[src/design/bse_pkg.sv]
// constants, fields and opcodes of the bit and skip execution block
// assumes an apb master with 32-bit data and byte addressing
//
// Summary of operation
// [RULE1] clear-bit on a port forces one port bit low, flags kept
// [RULE2] set-bit on a port forces one port bit high, flags kept
// [RULE3] clear-bit on memory writes zero into one byte bit, flags kept
// [RULE4] set-bit on memory writes one into one byte bit, flags kept
// [RULE5] carry exchange swaps a port bit with carry, only carry changes
// [RULE6] output bit: exchange drives the old carry onto the pin
// [RULE7] input bit: exchange loads the sampled pin level into carry
// [RULE8] compare equal: flags from acc minus operand, skip when equal
// [RULE9] compare unequal: flags from acc minus operand, skip when different
// [RULE10] port bit test skips on low or high bit, flags kept
// [RULE11] memory bit test skips on low or high bit, flags kept
// [RULE12] acc increment sets all four flags, skips when result is zero
// [RULE13] acc decrement sets all four flags, skips when result is zero
// [RULE14] memory increment writes back, sets flags, skips on zero
// [RULE15] memory decrement writes back, sets flags, skips on zero
// [RULE16] a skip passes one word and annuls all its side effects
// [RULE17] subtract flags: carry, aux carry as borrows, overflow signed
`default_nettype none

package bse_pkg;

  // ---------------------------------------------------------------
  // register map
  // ---------------------------------------------------------------
  localparam int unsigned ADDR_W = 8;
  localparam logic [ADDR_W-1:0] OFS_INSTR = 8'h00;
  localparam logic [ADDR_W-1:0] OFS_ACC = 8'h04;
  localparam logic [ADDR_W-1:0] OFS_FLAGS = 8'h08;
  localparam logic [ADDR_W-1:0] OFS_PORT_OUT = 8'h0C;
  localparam logic [ADDR_W-1:0] OFS_PORT_DIR = 8'h10;
  localparam logic [ADDR_W-1:0] OFS_PORT_PIN = 8'h14;
  localparam logic [ADDR_W-1:0] OFS_PC = 8'h18;
  localparam logic [ADDR_W-1:0] OFS_MEM_ADDR = 8'h1C;
  localparam logic [ADDR_W-1:0] OFS_MEM_DATA = 8'h20;

  // ---------------------------------------------------------------
  // fields
  // ---------------------------------------------------------------
  localparam int unsigned OP_LSB = 0;
  localparam int unsigned OP_W = 5;
  localparam int unsigned BIT_LSB = 8;
  localparam int unsigned BIT_W = 3;
  localparam int unsigned IMM_LSB = 16;
  localparam int unsigned MADR_LSB = 24;
  localparam int unsigned FLG_Z = 0;
  localparam int unsigned FLG_C = 1;
  localparam int unsigned FLG_AC = 2;
  localparam int unsigned FLG_OV = 3;
  localparam int unsigned PC_W = 16;
  localparam int unsigned PC_SKIP_BIT = 16;

  // ---------------------------------------------------------------
  // reset values
  // ---------------------------------------------------------------
  localparam logic [7:0] RST_ACC = 8'h00;
  localparam logic [3:0] RST_FLAGS = 4'h0;
  localparam logic [7:0] RST_PORT = 8'h00;
  localparam logic [15:0] RST_PC = 16'h0000;

  typedef enum logic [OP_W-1:0] {
    OP_NOP = 5'h00,
    OP_CLR_IO = 5'h01,
    OP_SET_IO = 5'h02,
    OP_CLR_MEM = 5'h03,
    OP_SET_MEM = 5'h04,
    OP_SWAPC = 5'h05,
    OP_CEQ_IMM = 5'h06,
    OP_CEQ_MEM = 5'h07,
    OP_CNE_IMM = 5'h08,
    OP_CNE_MEM = 5'h09,
    OP_TLO_IO = 5'h0A,
    OP_THI_IO = 5'h0B,
    OP_TLO_MEM = 5'h0C,
    OP_THI_MEM = 5'h0D,
    OP_INC_ACC = 5'h0E,
    OP_DEC_ACC = 5'h0F,
    OP_INC_MEM = 5'h10,
    OP_DEC_MEM = 5'h11
  } bse_op_t;

endpackage : bse_pkg

`default_nettype wire

[src/design/bse_alu_if.sv]
// carrier between the executor and its 8-bit adder
// assumes a purely combinational adder on the far side
`default_nettype none

interface bse_alu_if;
  logic [7:0] opa;
  logic [7:0] opb;
  logic sub;
  logic [7:0] res;
  logic z;
  logic c;
  logic ac;
  logic ov;
  modport exec (output opa, output opb, output sub,
                input res, input z, input c, input ac, input ov);
  modport alu (input opa, input opb, input sub,
               output res, output z, output c, output ac, output ov);
endinterface : bse_alu_if

`default_nettype wire

[src/design/bse_alu.sv]
// 8-bit add or subtract with zero, carry, aux carry and overflow
// assumes operands are stable within the cycle; no state here
`default_nettype none

module bse_alu (
  // operand and flag carrier
  bse_alu_if.alu alu
);
  logic [7:0] b_eff;
  logic [8:0] full;
  logic [4:0] low;

  always_comb begin
    // subtraction as a plus inverted b plus one
    b_eff = alu.sub ? ~alu.opb : alu.opb;
    full = {1'b0, alu.opa} + {1'b0, b_eff} + {8'h00, alu.sub};
    low = {1'b0, alu.opa[3:0]} + {1'b0, b_eff[3:0]} + {4'h0, alu.sub};
    alu.res = full[7:0];
    alu.z = (full[7:0] == 8'h00);
    // borrow is the inverted carry out
    alu.c = alu.sub ? ~full[8] : full[8]; // RULE17
    alu.ac = alu.sub ? ~low[4] : low[4]; // RULE17
    alu.ov = (alu.opa[7] == b_eff[7]) && (full[7] != alu.opa[7]); // RULE17
  end
endmodule : bse_alu

`default_nettype wire

[src/design/bse_exec.sv]
// bit manipulation and conditional skip executor behind an apb slave
// assumes apb3 signalling, pins synchronous to clk_i, one port
//
// The placing of the registers and the APB slave port are this design's own decisions.
`default_nettype none

module bse_exec #(
  parameter int unsigned MEM_DEPTH = 16,
  parameter int unsigned PORT_W = 8
) (
  // clock and reset
  input wire logic clk_i,
  input wire logic rst_n_i,
  // apb slave
  input wire logic psel_i,
  input wire logic penable_i,
  input wire logic pwrite_i,
  input wire logic [bse_pkg::ADDR_W-1:0] paddr_i,
  input wire logic [31:0] pwdata_i,
  output logic [31:0] prdata_o,
  output logic pready_o,
  output logic pslverr_o,
  // i/o port pins
  input wire logic [PORT_W-1:0] port_i,
  output logic [PORT_W-1:0] port_o,
  output logic [PORT_W-1:0] port_oe_o,
  // core status
  output logic [bse_pkg::PC_W-1:0] pc_o,
  output logic skip_o
);
  import bse_pkg::*;

  localparam int unsigned MADR_W = (MEM_DEPTH > 1) ? $clog2(MEM_DEPTH) : 1;

  // ---------------------------------------------------------------
  // state
  // ---------------------------------------------------------------
  typedef struct packed {
    logic [7:0] acc;
    logic [3:0] flags;
    logic [PORT_W-1:0] port_out;
    logic [PORT_W-1:0] port_dir;
    logic [PC_W-1:0] pc;
    logic skip;
    logic [31:0] last_instr;
    logic [MADR_W-1:0] mem_addr;
    logic [MEM_DEPTH-1:0][7:0] mem;
    logic [31:0] rdata;
    logic slverr;
  } bse_state_t;

  bse_state_t st;
  bse_state_t next_st;

  bse_alu_if alu_if ();

  bse_alu u_alu (
    .alu (alu_if.alu)
  );

  // ---------------------------------------------------------------
  // instruction fields
  // ---------------------------------------------------------------
  bse_op_t op;
  logic [BIT_W-1:0] bsel;
  logic [7:0] imm;
  logic [MADR_W-1:0] midx;
  logic [7:0] mbyte;
  logic [PORT_W-1:0] io_now;
  logic io_bit;
  logic mem_bit;
  logic apb_setup;
  logic apb_write;
  logic hit;

  assign op = bse_op_t'(pwdata_i[OP_LSB +: OP_W]);
  assign bsel = pwdata_i[BIT_LSB +: BIT_W];
  assign imm = pwdata_i[IMM_LSB +: 8];
  assign midx = pwdata_i[MADR_LSB +: MADR_W];
  assign mbyte = st.mem[midx];
  // an output bit reads back its latch, an input bit reads the pin
  assign io_now = (st.port_dir & st.port_out) | (~st.port_dir & port_i);
  assign io_bit = io_now[bsel];
  assign mem_bit = mbyte[bsel];
  assign apb_setup = psel_i && !penable_i;
  assign apb_write = psel_i && penable_i && pwrite_i;

  // ---------------------------------------------------------------
  // adder operands
  // ---------------------------------------------------------------
  always_comb begin
    alu_if.opa = st.acc;
    alu_if.opb = imm;
    alu_if.sub = 1'b0;
    case (op)
      OP_CEQ_IMM, OP_CNE_IMM: begin
        alu_if.sub = 1'b1;
      end
      OP_CEQ_MEM, OP_CNE_MEM: begin
        alu_if.opb = mbyte;
        alu_if.sub = 1'b1;
      end
      OP_INC_ACC: begin
        alu_if.opb = 8'h01;
      end
      OP_DEC_ACC: begin
        alu_if.opb = 8'h01;
        alu_if.sub = 1'b1;
      end
      OP_INC_MEM: begin
        alu_if.opa = mbyte;
        alu_if.opb = 8'h01;
      end
      OP_DEC_MEM: begin
        alu_if.opa = mbyte;
        alu_if.opb = 8'h01;
        alu_if.sub = 1'b1;
      end
      default: begin
        alu_if.sub = 1'b0;
      end
    endcase
  end

  // ---------------------------------------------------------------
  // next state
  // ---------------------------------------------------------------
  always_comb begin
    next_st = st;
    hit = 1'b1;
    // read data is latched in the setup cycle, so the access needs no wait
    if (paddr_i == OFS_INSTR) begin
      hit = 1'b1;
    end else if (paddr_i == OFS_ACC) begin
      hit = 1'b1;
    end else if (paddr_i == OFS_FLAGS) begin
      hit = 1'b1;
    end else if (paddr_i == OFS_PORT_OUT) begin
      hit = 1'b1;
    end else if (paddr_i == OFS_PORT_DIR) begin
      hit = 1'b1;
    end else if (paddr_i == OFS_PORT_PIN) begin
      hit = 1'b1;
    end else if (paddr_i == OFS_PC) begin
      hit = 1'b1;
    end else if (paddr_i == OFS_MEM_ADDR) begin
      hit = 1'b1;
    end else if (paddr_i == OFS_MEM_DATA) begin
      hit = 1'b1;
    end else begin
      hit = 1'b0;
    end

    if (apb_setup) begin
      next_st.slverr = !hit;
      next_st.rdata = 32'h0000_0000;
      if (paddr_i == OFS_INSTR) begin
        next_st.rdata = st.last_instr;
      end else if (paddr_i == OFS_ACC) begin
        next_st.rdata[7:0] = st.acc;
      end else if (paddr_i == OFS_FLAGS) begin
        next_st.rdata[3:0] = st.flags;
      end else if (paddr_i == OFS_PORT_OUT) begin
        next_st.rdata[PORT_W-1:0] = st.port_out;
      end else if (paddr_i == OFS_PORT_DIR) begin
        next_st.rdata[PORT_W-1:0] = st.port_dir;
      end else if (paddr_i == OFS_PORT_PIN) begin
        next_st.rdata[PORT_W-1:0] = port_i;
      end else if (paddr_i == OFS_PC) begin
        next_st.rdata[PC_W-1:0] = st.pc;
        next_st.rdata[PC_SKIP_BIT] = st.skip;
      end else if (paddr_i == OFS_MEM_ADDR) begin
        next_st.rdata[MADR_W-1:0] = st.mem_addr;
      end else if (paddr_i == OFS_MEM_DATA) begin
        next_st.rdata[7:0] = st.mem[st.mem_addr];
      end
    end

    if (apb_write) begin
      if (paddr_i == OFS_INSTR) begin
        next_st.last_instr = pwdata_i;
        next_st.pc = st.pc + 16'h0001;
        next_st.skip = 1'b0;
        if (st.skip) begin
          // annulled word: only the program counter, last_instr and skip move
          next_st.skip = 1'b0; // RULE16
        end else begin
          case (op)
            OP_CLR_IO: begin
              next_st.port_out[bsel] = 1'b0; // RULE1
            end
            OP_SET_IO: begin
              next_st.port_out[bsel] = 1'b1; // RULE2
            end
            OP_CLR_MEM: begin
              next_st.mem[midx][bsel] = 1'b0; // RULE3
            end
            OP_SET_MEM: begin
              next_st.mem[midx][bsel] = 1'b1; // RULE4
            end
            OP_SWAPC: begin
              // on an input bit the latch takes carry too, unseen until
              // the bit is turned to output
              next_st.port_out[bsel] = st.flags[FLG_C]; // RULE6
              next_st.flags[FLG_C] = io_bit; // RULE5 RULE7
            end
            OP_CEQ_IMM, OP_CEQ_MEM: begin
              next_st.flags = {alu_if.ov, alu_if.ac, alu_if.c, alu_if.z}; // RULE8
              next_st.skip = alu_if.z; // RULE8
            end
            OP_CNE_IMM, OP_CNE_MEM: begin
              next_st.flags = {alu_if.ov, alu_if.ac, alu_if.c, alu_if.z}; // RULE9
              next_st.skip = !alu_if.z; // RULE9
            end
            OP_TLO_IO: begin
              next_st.skip = !io_bit; // RULE10
            end
            OP_THI_IO: begin
              next_st.skip = io_bit; // RULE10
            end
            OP_TLO_MEM: begin
              next_st.skip = !mem_bit; // RULE11
            end
            OP_THI_MEM: begin
              next_st.skip = mem_bit; // RULE11
            end
            OP_INC_ACC: begin
              next_st.acc = alu_if.res; // RULE12
              next_st.flags = {alu_if.ov, alu_if.ac, alu_if.c, alu_if.z}; // RULE12
              next_st.skip = alu_if.z; // RULE12
            end
            OP_DEC_ACC: begin
              next_st.acc = alu_if.res; // RULE13
              next_st.flags = {alu_if.ov, alu_if.ac, alu_if.c, alu_if.z}; // RULE13
              next_st.skip = alu_if.z; // RULE13
            end
            OP_INC_MEM: begin
              next_st.mem[midx] = alu_if.res; // RULE14
              next_st.flags = {alu_if.ov, alu_if.ac, alu_if.c, alu_if.z}; // RULE14
              next_st.skip = alu_if.z; // RULE14
            end
            OP_DEC_MEM: begin
              next_st.mem[midx] = alu_if.res; // RULE15
              next_st.flags = {alu_if.ov, alu_if.ac, alu_if.c, alu_if.z}; // RULE15
              next_st.skip = alu_if.z; // RULE15
            end
            default: begin
              // unknown codes behave as a no-operation word
              next_st.skip = 1'b0;
            end
          endcase
        end
      end else if (paddr_i == OFS_ACC) begin
        next_st.acc = pwdata_i[7:0];
      end else if (paddr_i == OFS_FLAGS) begin
        next_st.flags = pwdata_i[3:0];
      end else if (paddr_i == OFS_PORT_OUT) begin
        next_st.port_out = pwdata_i[PORT_W-1:0];
      end else if (paddr_i == OFS_PORT_DIR) begin
        next_st.port_dir = pwdata_i[PORT_W-1:0];
      end else if (paddr_i == OFS_MEM_ADDR) begin
        next_st.mem_addr = pwdata_i[MADR_W-1:0];
      end else if (paddr_i == OFS_MEM_DATA) begin
        next_st.mem[st.mem_addr] = pwdata_i[7:0];
      end
    end
  end

  // ---------------------------------------------------------------
  // registers
  // ---------------------------------------------------------------
  always_ff @(posedge clk_i or negedge rst_n_i) begin
    if (!rst_n_i) begin
      st <= '0;
      st.acc <= RST_ACC;
      st.flags <= RST_FLAGS;
      st.port_out <= RST_PORT[PORT_W-1:0];
      st.port_dir <= RST_PORT[PORT_W-1:0];
      st.pc <= RST_PC;
    end else begin
      st <= next_st;
    end
  end

  // ---------------------------------------------------------------
  // outputs
  // ---------------------------------------------------------------
  assign prdata_o = st.rdata;
  assign pslverr_o = st.slverr;
  assign pready_o = 1'b1;
  assign port_o = st.port_out;
  assign port_oe_o = st.port_dir;
  assign pc_o = st.pc;
  assign skip_o = st.skip;

endmodule : bse_exec

`default_nettype wire

[config.mk]
export PLATFORM = sky130hd
export DESIGN_NAME = bse_exec
export DESIGN_NICKNAME = d
export VERILOG_FILES = /design/src/design/bse_pkg.sv /design/src/design/bse_alu_if.sv /design/src/design/bse_alu.sv /design/src/design/bse_exec.sv
export SDC_FILE = /design/constraint.sdc
export NUM_CORES = 1
export LEC_CHECK = 0
export ABC_AREA = 0
export BUFFER_PORTS_ARGS = -buffer_cell sky130_fd_sc_hd__buf_2
export CORE_MARGIN = 4
export CORE_UTILIZATION = 55
export CTS_BUF_LIST = sky130_fd_sc_hd__clkbuf_4 sky130_fd_sc_hd__clkbuf_8
export CTS_CLUSTER_DIAMETER = 100
export DETAILED_ROUTE_END_ITERATION = 16
export GPL_TIMING_DRIVEN = 0
export PLACE_DENSITY = 0.74
export SETUP_SLACK_MARGIN = 0.1
export SYNTH_ARGS = -nofsm -noshare
export SYNTH_HDL_FRONTEND = slang
export SYNTH_SLANG_ARGS = --single-unit
[constraint.sdc]
create_clock -name clk_i -period 5.7 [get_ports clk_i]
set_clock_uncertainty 0.05 [all_clocks]
set_input_delay 0.855 -clock clk_i [delete_from_list [all_inputs] [get_ports clk_i]]
set_output_delay 0.855 -clock clk_i [all_outputs]
set_load 0.03 [all_outputs]
==> flow_summary.toml <==
[placement]
port_buffers = 113
place_congestion = 1.020
dpl-instance-area_sq_mm = 0.01750
dp_cells = 2321
hpwl_microns = 51190

[synthesis]
yosys.area.top_type = "dfrtp_1"
synth_edf_count = 0
synth_area_leaders = "dfrtp_1, mux4_2, o21ai_0"
synth_nets = 1884
yosysWarnings = 0
synth_seq_cells = 242
syn_area_per_cell_sq_um = 8.990
ys_async_sr_fraction_pct = 100.0
ys_types = 81
synth_top_flop_cell = "dfrtp_1"
syn-cell-area_sq_mm = 0.01638
synth_common_cells = "dfrtp_1, nand2_1, o21ai_0"
synth_top_area_share_pct = 36.97
ys_seq_area_share_pct = 36.97
netlist_instances = 1822
synth.most_common_cell = "dfrtp_1"

[layout]
syn2layout_area_growth_pct = 13.61
design_area_sq_mm = 0.01861
drive_gt1_share_pct = 21.94
nets = 2046
layoutNonFillerInstCount = 2400

[setup_path]
cp_slowest_stage_delay_ns = 0.60
path_cells = "buf_2 -> buf_6 -> buf_6 -> mux4_2 -> a22o_1 -> a221oi_4 -> a211oi_1 -> a21oi_1 -> xnor2_1 -> ha_1 -> a31o_2 -> nand2b_1 -> a211oi_1 -> nor4_4 -> or4b_1 -> nor3b_2 -> mux2i_1 -> o31ai_1"
critical_path.startpoint_type = "input port"
path_class = "input port to flop"
arrival_ns = 5.84
crit_fanout = 10
required_ns = 6.11
r2r_slack_ns = 0.91
crit_slowest_cell = "mux4_2"
cp-end-kind = "flop"

[power]
power.static_leakage_nw = 8.047
power.density_mw_per_mm2 = 221.5
power_mw = 4.121
peakVddDrop_uv = 200.9

[clocking]
cts-htree-levels = 2
clock_sinks = 242
hold_buffers = 0
cts_tree = "done"
root_buffer = "clkbuf_8"
clk_latency_ns = 0.58
clock_path_buffers = 3
cts_buffers = 44
path_clk_slew_ns = 0.06

[routing]
ant_nets = 0
post_drt_wl_per_cell_microns = 28.47
dr_total_vias = 16770
wl_microns = 68340
first_iter_violations = 2314
firstDrtPassIters = 6
routed_via_density = 6.988
drcViolationCount = 0

[timing]
period_share_pct = 95.14
fmax_mhz = 184.4
setup-tns-final_ns = 0
setup_viol = 0
worst_slew_pin_slew_ns = 1.457
finalHoldViolCount = 0
min_period_ns = 5.423
grt_setup_unrepaired = "no"
drv_slew = 0
slew_headroom_pct = 2.144

[run]
cap_viol_max_count = 0

[floorplanning]
io_pins = 120
die_y_microns = 180.6
die_area_sq_mm = 0.03261
die_w_microns = 180.6
fp.coreArea_sq_mm = 0.02901
rows = 62
start_util_pct = 56.46

[grt]
grt_pass1_wl_microns = 101600
grt_busiest_layer = "met2"
grt_use_met3_pct = 9.689
grt_usage_pct = 40.78
met2_usage_pct = 62.14
grt_pass1_vias = 16040
grt-ovfl-total = 0
antenna_found_initial = 4
grt_use_met1_pct = 52.31
grt_max_degree = 117

[outcome]
outcome = "finished, final reports clean"

[hold_path]
hold_path_class = "input port to asynchronous set/reset pin"
[power by group]
part	internal (mW)	leakage, nW	switching, mW
registers	1.73	3.38	0.0131
logic	0.138	4.14	0.337
clock network	1.12	0.531	0.778
total	2.99	8.05	1.13
[metrics by stage]
stage / util [%] / hold WS, ns / setup WS (ns)
floorplan: - / 0.3997 / 0.5868
global placement: 60.06 / 0.4150 / -1.933
detailed placement: 60.31 / 0.4206 / -1.976
CTS: 63.96 / 0.02803 / 0.1173
global route: 64.13 / 0.03983 / 0.1077
finish: 64.14 / 0.03737 / 0.2768
[critical path, delay by kind of cell]
family | cells | cell delay [ns]
AOI/OAI and AO/OA | 7 | 1.87
and+or+nand+nor | 4 | 1.14
buffers and inverters | 3 | 0.72
muxes | 2 | 0.72
adders and majority gates | 1 | 0.39
xor gates and xnor gates | 1 | 0.11
[metal layers]
layer | up-vias | share of wire (%) | wire (microns)
met3 | 324 | 12 | 8083
met1 | 8041 | 36 | 24560
met5 | - | 0.064 | 44
li1 | 7061 | - | -
met4 | 6 | 8.5 | 5812
met2 | 1338 | 44 | 29840
[state kept, by name, indices dropped and copies added (netlist names)]
signal / flops
port_o: 8
port_oe_o: 8
pslverr_o: 1
pc_o: 16
prdata_o: 32
st: 176
skip_o: 1
[repair_timing]
item	4_1_cts	5_1_grt
pin swaps	0	2
cloned	0	0
resized for setup	13	14
endpoints found under the setup margin	100	42
setup buffers	0	1
[kinds of logic (layout without fill, tap and decap cells)]
| family | count (synthesis) | after routing | share of synthesized area [%] |
|---|---|---|---|
| AOI/OAI and AO/OA | 641 | 641 | 24.42 |
| and+or+nand+nor | 515 | 515 | 14.18 |
| DFF | 242 | 242 | 36.97 |
| buffers and inverters | 233 | 426 | 7.119 |
| muxes | 149 | 149 | 14.80 |
| xor gates and xnor gates | 32 | 32 | 1.757 |
| adders and majority gates | 9 | 9 | 0.7334 |
| other | 1 | 2 | 0.02289 |
[area by class of cell]
| type | count | area [sq um] |
|---|---|---|
| Tap cell | 384 | 480.5 |
| Timing Repair Buffer | 116 | 638.1 |
| Multi-Input combinational cell | 1347 | 9243 |
| Clock inverter | 6 | 105.1 |
| Fill cell | 2504 | 10400 |
| Sequential cell | 242 | 6056 |
| Buffer | 216 | 1125 |
| Antenna cell | 1 | 2.502 |
| Inverter | 17 | 63.81 |
| Clock buffer | 71 | 895.9 |
[placed cells by master, fill, tap and decap left out, drive strengths merged, types with 7 or more instances in the layout]
master / count
or3: 9
buf: 223
nand2b: 18
nand2: 194
and3: 7
a32oi: 14
nand4: 8
a22oi: 24
o22ai: 24
mux4: 70
nand3: 38
a221oi: 16
mux2i: 34
a22o: 15
clkbuf: 180
a211o: 15
a211oi: 41
inv: 15
nor3: 28
a21o: 20
nor2: 157
dfrtp: 242
xnor2: 25
a31oi: 51
and2: 16
ha: 8
xor2: 7
nor2b: 9
o21ai: 193
o221ai: 18
a21oi: 169
mux2: 45
[final timing paths]
| kind | start | to | cells past startpoint |
|---|---|---|---|
| min in group clk_i | prdata_o[20]$_DFFE_PN0P_ | prdata_o[20]$_DFFE_PN0P_ | 2 |
| setup reg to reg | st[93]$_DFFE_PN0P_ | skip_o$_DFFE_PN0P_ | 15 |
| hold / removal | rst_n_i | prdata_o[18]$_DFFE_PN0P_ | 1 |
| max in group asynchronous | rst_n_i | st[109]$_DFFE_PN0P_ | 2 |
| setup / recovery | pwdata_i[24] | skip_o$_DFFE_PN0P_ | 18 |
| hold reg to reg | prdata_o[20]$_DFFE_PN0P_ | prdata_o[20]$_DFFE_PN0P_ | 2 |
Power figures use the tool's default switching activity.
